### config.mk
export PLATFORM = sky130hd
export DESIGN_NAME = dma_channel_controller
export DESIGN_NICKNAME = d
export VERILOG_FILES = /design/src/rtl/dma_pkg.sv /design/src/rtl/dma_channel_controller.sv
export SDC_FILE = /design/constraint.sdc
export NUM_CORES = 2
export LEC_CHECK = 0
export BUFFER_PORTS_ARGS = -buffer_cell sky130_fd_sc_hd__buf_4
export CORE_MARGIN = 3
export CORE_UTILIZATION = 55
export CTS_CLUSTER_SIZE = 16
export DETAILED_ROUTE_END_ITERATION = 8
export GPL_TIMING_DRIVEN = 0
export PLACE_DENSITY = 0.81
export SLEW_MARGIN = 5
export SYNTH_ARGS = -nofsm -noshare
export SYNTH_HDL_FRONTEND = slang
export SYNTH_SLANG_ARGS = --single-unit
### constraint.sdc
create_clock -name clk -period 11.6 [get_ports clk]
set_clock_uncertainty 0.1 [all_clocks]
set_input_delay 1.16 -clock clk [delete_from_list [all_inputs] [get_ports clk]]
set_output_delay 1.16 -clock clk [all_outputs]
set_load 0.01 [all_outputs]
### src/rtl/dma_pkg.sv
// shared constants and types of the dma channel controller
package dma_pkg;
  localparam int AW = 32;
  localparam int CW = 16;
  // descriptor formats
  localparam logic [1:0] DF_RING2 = 2'h0;
  localparam logic [1:0] DF_LIST4 = 2'h1;
  localparam logic [1:0] DF_ARRAY1 = 2'h2;
  localparam logic [1:0] DF_LIST2D = 2'h3;
  // descriptor word slots, in fetch order
  localparam logic [2:0] W_LINK = 3'h0;
  localparam logic [2:0] W_ADDR = 3'h1;
  localparam logic [2:0] W_LEN = 3'h2;
  localparam logic [2:0] W_CFG = 3'h3;
  localparam logic [2:0] W_XMOD = 3'h4;
  localparam logic [2:0] W_YCNT = 3'h5;
  localparam logic [2:0] W_YMOD = 3'h6;
  // words per descriptor
  localparam logic [2:0] N_RING2 = 3'h2;
  localparam logic [2:0] N_LIST4 = 3'h4;
  localparam logic [2:0] N_ARRAY1 = 3'h1;
  localparam logic [2:0] N_LIST2D = 3'h7;
  // configuration word fields
  localparam int CF_STOP = 0;
  localparam int CF_FRAC = 1;
  localparam int CF_CIRC = 3;
  // byte step between descriptor words
  localparam logic [AW-1:0] WORD_BYTES = 32'h4;
  localparam logic [CW-1:0] CNT_ONE = 16'h1;
  localparam logic [31:0] FL_ONE = 32'h1;

  typedef enum logic [2:0] {
    S_IDLE = 3'h0,
    S_FETCH = 3'h1,
    S_READ = 3'h3,
    S_WRITE = 3'h2,
    S_NEXT = 3'h6
  } state_t;

  // channel setup as software leaves it
  typedef struct packed {
    logic desc_en;
    logic [1:0] fmt;
    logic circ;
    logic reload;
    logic trig_en;
    logic [1:0] frac;
    logic [AW-1:0] src;
    logic [CW-1:0] xcnt;
    logic [CW-1:0] xmod;
    logic [CW-1:0] ycnt;
    logic [CW-1:0] ymod;
    logic [AW-1:0] dst;
    logic [CW-1:0] dmod;
    logic [AW-1:0] dptr;
    logic [CW-1:0] alen;
  } cfg_t;

  // memory request
  typedef struct packed {
    logic req;
    logic we;
    logic [AW-1:0] addr;
    logic [AW-1:0] wdata;
  } mreq_t;

  // whole engine state
  typedef struct packed {
    state_t st;
    logic de;
    logic [1:0] fmt;
    logic [AW-1:0] ptr;
    logic [2:0] wi;
    logic [AW-1:0] link;
    logic [AW-1:0] sa;
    logic [CW-1:0] xl;
    logic [CW-1:0] yl;
    logic [CW-1:0] xc;
    logic [CW-1:0] yc;
    logic [CW-1:0] xm;
    logic [CW-1:0] ym;
    logic stop;
    logic circ;
    logic [1:0] frac;
    logic [31:0] fl;
    logic [AW-1:0] da;
    logic [CW-1:0] al;
    mreq_t m;
    logic irq;
    logic trig;
    logic busy;
  } st_t;
endpackage

### src/rtl/dma_channel_controller.sv
// paired source/destination dma channel with register and descriptor modes
// Functional notes
// - engine runs whole transfer without processor
// - source channel reads, destination channel writes
// - register mode starts without descriptor fetch
// - register mode may reload original setup
// - descriptor mode fetches, then chains next
// - linear buffer halts after last element
// - stride may be negative, positive, zero
// - circular buffer restarts in register mode only, interrupts when full
// - fractional interrupts at half, quarter or eighth
// - ping-pong ring of two-word descriptors
// - linked list of four-word descriptors
// - 2D array of one-word address descriptors
// - 2D linked list of full descriptors
// - start on trigger from another channel
`timescale 1ns/1ps
module dma_channel_controller (
  // clock, reset, enable
  input wire logic clk,
  input wire logic rst_b,
  input wire logic ce,
  // setup and start
  input wire dma_pkg::cfg_t cfg,
  input wire logic start,
  input wire logic trig_in,
  // memory port
  output dma_pkg::mreq_t mem,
  input wire logic mem_ack,
  input wire logic [dma_pkg::AW-1:0] mem_rdata,
  // status and events
  output logic busy,
  output logic irq,
  output logic trig_out
);

  dma_pkg::st_t q;
  dma_pkg::st_t d;
  logic go;
  logic [2:0] slot;
  logic last_w;

  // signed element step, shared by both channels
  function automatic logic [dma_pkg::AW-1:0] step(
    input logic [dma_pkg::AW-1:0] a,
    input logic [dma_pkg::CW-1:0] m);
    step = a + {{(dma_pkg::AW-dma_pkg::CW){m[dma_pkg::CW-1]}}, m};
  endfunction

  // elements between interrupts; frac 1 halves, 2 quarters
  function automatic logic [31:0] period(
    input logic [dma_pkg::CW-1:0] xc,
    input logic [dma_pkg::CW-1:0] yc,
    input logic [1:0] fr);
    logic [31:0] t;
    t = 32'(xc) * 32'(yc);
    period = t >> fr;
  endfunction

  // descriptor length for a format
  function automatic logic [2:0] nwords(input logic [1:0] f);
    unique case (f)
      dma_pkg::DF_RING2: nwords = dma_pkg::N_RING2;
      dma_pkg::DF_LIST4: nwords = dma_pkg::N_LIST4;
      dma_pkg::DF_ARRAY1: nwords = dma_pkg::N_ARRAY1;
      default: nwords = dma_pkg::N_LIST2D;
    endcase
  endfunction

  // a one-word descriptor holds only the address slot
  assign slot = (q.fmt == dma_pkg::DF_ARRAY1) ? dma_pkg::W_ADDR : q.wi;
  assign last_w = (q.wi == nwords(q.fmt) - 3'h1);
  assign go = (q.st == dma_pkg::S_IDLE) && (start || (cfg.trig_en && trig_in));

  // next-state logic
  // autonomous sequencer
  always_comb begin
    d = q;
    d.irq = 1'b0;
    d.trig = 1'b0;
    unique case (q.st)
      dma_pkg::S_IDLE: begin
        if (go) begin
          // setup registers also serve as retained values for descriptors
          d.busy = 1'b1;
          d.de = cfg.desc_en;
          d.fmt = cfg.fmt;
          d.sa = cfg.src;
          d.xc = cfg.xcnt;
          d.xl = cfg.xcnt;
          d.xm = cfg.xmod;
          d.yc = cfg.ycnt;
          d.yl = cfg.ycnt;
          d.ym = cfg.ymod;
          d.circ = cfg.circ;
          d.frac = cfg.frac;
          d.stop = 1'b0;
          d.fl = period(cfg.xcnt, cfg.ycnt, cfg.frac);
          d.da = cfg.dst;
          d.ptr = cfg.dptr;
          d.al = cfg.alen;
          d.wi = 3'h0;
          if (cfg.desc_en) begin
            d.st = dma_pkg::S_FETCH;
            d.m = '{1'b1, 1'b0, cfg.dptr, '0};
          end else begin
            d.st = dma_pkg::S_READ;
            d.m = '{1'b1, 1'b0, cfg.src, '0};
          end
        end
      end
      dma_pkg::S_FETCH: begin
        if (mem_ack) begin
          // slots follow link, addr, len, cfg
          unique case (slot)
            dma_pkg::W_LINK: d.link = mem_rdata;
            dma_pkg::W_ADDR: d.sa = mem_rdata;
            dma_pkg::W_LEN: d.xc = mem_rdata[dma_pkg::CW-1:0];
            dma_pkg::W_CFG: begin
              d.stop = mem_rdata[dma_pkg::CF_STOP];
              d.frac = mem_rdata[dma_pkg::CF_FRAC +: 2];
              d.circ = mem_rdata[dma_pkg::CF_CIRC];
            end
            dma_pkg::W_XMOD: d.xm = mem_rdata[dma_pkg::CW-1:0];
            dma_pkg::W_YCNT: d.yc = mem_rdata[dma_pkg::CW-1:0];
            default: d.ym = mem_rdata[dma_pkg::CW-1:0];
          endcase
          if (last_w) begin
            // unfetched fields keep their register values
            d.xl = d.xc;
            d.yl = d.yc;
            d.fl = period(d.xc, d.yc, d.frac);
            d.st = dma_pkg::S_READ;
            d.m = '{1'b1, 1'b0, d.sa, '0};
          end else begin
            d.wi = q.wi + 3'h1;
            d.m.addr = q.m.addr + dma_pkg::WORD_BYTES;
          end
        end
      end
      dma_pkg::S_READ: begin
        if (mem_ack) begin
          // destination channel writes what source read
          d.st = dma_pkg::S_WRITE;
          d.m = '{1'b1, 1'b1, q.da, mem_rdata};
        end
      end
      dma_pkg::S_WRITE: begin
        if (mem_ack) begin
          d.da = step(q.da, cfg.dmod);
          d.fl = q.fl - dma_pkg::FL_ONE;
          if (q.fl == dma_pkg::FL_ONE) begin
            d.irq = 1'b1;
            d.fl = period(q.xc, q.yc, q.frac);
          end
          d.m = '{1'b1, 1'b0, q.sa, '0};
          d.st = dma_pkg::S_READ;
          if (q.xl > dma_pkg::CNT_ONE) begin
            d.sa = step(q.sa, q.xm);
            d.xl = q.xl - dma_pkg::CNT_ONE;
            d.m.addr = d.sa;
          end else if (q.yl > dma_pkg::CNT_ONE) begin
            d.sa = step(q.sa, q.ym);
            d.xl = q.xc;
            d.yl = q.yl - dma_pkg::CNT_ONE;
            d.m.addr = d.sa;
          end else begin
            d.irq = 1'b1;
            d.trig = 1'b1;
            d.m.req = 1'b0;
            d.st = dma_pkg::S_NEXT;
          end
        end
      end
      default: begin
        d.st = dma_pkg::S_IDLE;
        d.busy = 1'b0;
        if (!q.de) begin
          if (q.circ || cfg.reload) begin
            d.sa = cfg.src;
            d.xl = cfg.xcnt;
            d.yl = cfg.ycnt;
            d.fl = period(cfg.xcnt, cfg.ycnt, cfg.frac);
            d.da = cfg.dst;
            d.busy = 1'b1;
            d.st = dma_pkg::S_READ;
            d.m = '{1'b1, 1'b0, cfg.src, '0};
          end
        end else if (!q.stop) begin
          // chain next descriptor; array walks by address
          d.wi = 3'h0;
          d.busy = 1'b1;
          d.st = dma_pkg::S_FETCH;
          if (q.fmt == dma_pkg::DF_ARRAY1) begin
            d.ptr = q.ptr + dma_pkg::WORD_BYTES;
            d.al = q.al - dma_pkg::CNT_ONE;
          end else begin
            d.ptr = q.link;
          end
          d.m = '{1'b1, 1'b0, d.ptr, '0};
          // array ends after its last entry
          if (q.fmt == dma_pkg::DF_ARRAY1 && q.al <= dma_pkg::CNT_ONE) begin
            d.busy = 1'b0;
            d.st = dma_pkg::S_IDLE;
            d.m.req = 1'b0;
          end
        end
      end
    endcase
  end

  // state register; ce low freezes everything, so acks must wait for ce
  always_ff @(posedge clk or negedge rst_b) begin
    if (!rst_b) begin
      q <= '0;
    end else if (ce) begin
      q <= d;
    end
  end

  // outputs straight from the state register
  assign mem = q.m;
  assign busy = q.busy;
  assign irq = q.irq;
  assign trig_out = q.trig;
endmodule // dma_channel_controller

==> results_dict.tcl <==
set metrics [dict create \
    reg2reg_from "q[348]" \
    required_ns 12.02 \
    hpwl_um 184000 \
    grt_overflow 0 \
    tns_ns 0 \
    drive_above_1_share 0.0822 \
    htreeDepth 2 \
    synth_area_leader_cell "fa_1" \
    synth-edff-count 0 \
    drc 50 \
    die_area_um2 103000 \
    die_w_um 321 \
    cp_num_cells 29 \
    worstSetupPathType "flop to flop" \
    async_reset_ff_frac 1.00 \
    gp_congestion 1.09 \
    yosysTopAreaCellShare 0.214 \
    seq_area_frac_synth 0.162 \
    syn_avg_cell_area_um2 8.13 \
    worst-path-buf-inv 9 \
    grt_pass1_wl_um 342000 \
    synth_nets 7957 \
    reg2reg_depth 29 \
    yosysUniqueCellTypes 88 \
    ios 307 \
    synthAdderAreaFrac 0.310 \
    n_fill_cell 8810 \
    cts_sinks 354 \
    ys_top_cells_by_count "969 x nand2_1, 727 x inv_1, 585 x fa_1, 520 x nor2_1, 416 x ha_1" \
    wl_um 234000 \
    path_clk_slew_ns 0.06 \
    tightest_slew_ns 1.54 \
    synthSimpleGateAreaFrac 0.170 \
    core_area_um2 97600 \
    hold_class "input port to async pin" \
    cts_resized 0 \
    synth_mux_area_frac 0.0466 \
    arrival_ns 10.67 \
    synth_top_family_by_area "adder cells" \
    numCtsBuffers 44 \
    yosysWarnings 0 \
    grt_pass1_vias 54000 \
    rsz0062_at_grt "false" \
    synthXorXnorAreaFrac 0.0402 \
    hold_buffers 0 \
    portBuffers 269 \
    synth_most_common_cell "nand2_1" \
    wire_per_inst_um 28.1 \
    cpMaxStageDelayCell "mux2i_1" \
    synthCells 6718 \
    yosys_most_used_dff "dfrtp_1" \
    synth_area_leaders "fa_1 21%, dfrtp_1 16%, ha_1 9.5%, nand2_1 6.7%, inv_1 5.0%" \
    clock_latency_ns 0.62 \
    timing.final.crit_share 0.884 \
    grt_max_degree 111 \
    first_iter_violations 7298 \
    path_delay_family "adder cells" \
    final_antenna_net_count 0 \
    synth_compound_area_frac 0.183 \
    final_net_count 8276 \
    slew_violations 11 \
    crit_path_end_kind "flop" \
    dieHeight_um 321 \
    crit_fanout 10 \
    antenna_found_initial 16 \
    synth-seq-cells 354 \
    synth_area_um2 54600 \
    path_common_cell "fa_1" \
    viasPerCell 6.60 \
    cts_tree "built" \
    hold_viol_final 0 \
    cpPeakStageDelay_ns 0.90 \
    clock.fmax_ghz 0.0975 \
    post_cts_buffers 0 \
    fin_crit_ns 10.25 \
    track_usage 0.446 \
    row_count 114 \
    startpoint_type "flop" \
    relSlewSlack -0.0241 \
    first_pass_iters 9 \
    status "complete, but fails checks" \
    cts-root-buf "clkbuf_16" \
    area_growth_pct 9.53 \
    cap_violations 1 \
    setup_viol 0 \
    reg2reg_to "q[145]" \
    initial_core_util 0.560 \
    cts_buffer_depth 3 \
    ff2ff_setup_slack_ns 1.35 \
    violations "design-rule violations, max-capacitance violations, max-slew violations" \
    vias 55100 \
]
[metal layers]
layer / vias to the layer above / GRT usage / wire length [um]
li1: 23300 / - / -
met1: 26800 / 0.542 / 83100
met2: 3921 / 0.662 / 98300
met3: 1106 / 0.128 / 28800
met4: 14 / 0.358 / 24100
met5: - / 0.00185 / 113
[sequential cells by signal, summed over array words and instances (netlist names)]
register,count
q,285
irq,1
busy,1
trig_out,1
mem,66
[cell usage in the layout (no fill, tap or decap), types with 80 or more instances in the layout]
cell type	n
clkbuf_1	375
fa_1	585
xor2_1	113
nand3_1	92
dfrtp_1	354
a22oi_1	95
a21o_1	92
nor3_1	80
mux2i_1	133
a21oi_1	399
o21ai_0	409
buf_4	334
and2_1	195
xnor2_1	138
nor2_1	519
nand2_1	969
inv_1	727
mux2_2	107
ha_1	416
[worst max-delay path by stage]
stage	from	endpoint	slack, ns
2_1_floorplan	q[349]	q[145]	3.65
3_3_place_gp	q[348]	q[145]	1.72
3_5_place_dp	q[348]	q[145]	1.61
4_1_cts	q[348]	q[145]	1.54
5_1_grt	q[349]	q[145]	0.98
6_report	q[348]	q[145]	1.35
[kinds of logic (layout without fill, tap and decap cells)]
| family | after synthesis | count (layout) |
|---|---|---|
| xor gates and xnor gates | 251 | 251 |
| and+or+nand+nor | 2099 | 2099 |
| other | 0 | 8 |
| AOI/OAI and AO/OA | 1562 | 1562 |
| adders and majority gates | 1001 | 1001 |
| buffers and inverters | 1210 | 1559 |
| DFF | 354 | 354 |
| muxes | 241 | 241 |
[per-stage QoR]
step | std cells | setup slack, ns | util | hold slack [ns] | instance area, um^2
final | 8351 | 1.35 | 0.613 | 0.340 | 59800
after global routing | 8344 | 0.979 | 0.613 | 0.377 | 59800
after CTS | 8342 | 1.54 | 0.613 | 0.362 | 59800
after detailed placement | 8266 | 1.61 | 0.598 | 0.376 | 58400
after global placement | 8263 | 1.72 | 0.597 | 0.362 | 58300
after floorplan | 6718 | 3.65 | - | 0.348 | 54600
[area by class of cell]
class	instances	area, um^2	area share
clock buffers	64	1290	0.0215
multi-input cells	5154	41000	0.685
flip-flops and latches	354	8860	0.148
well taps	1276	1600	0.0267
clock inverters	12	160	0.00268
plain buffers	482	2080	0.0348
repair buffers	273	2110	0.0353
diodes	8	20.0	0.000334
inverters	728	2730	0.0457
Power is not shown: default switching activity piles up to over one toggle a cycle in this logic, so the estimate is an artifact.
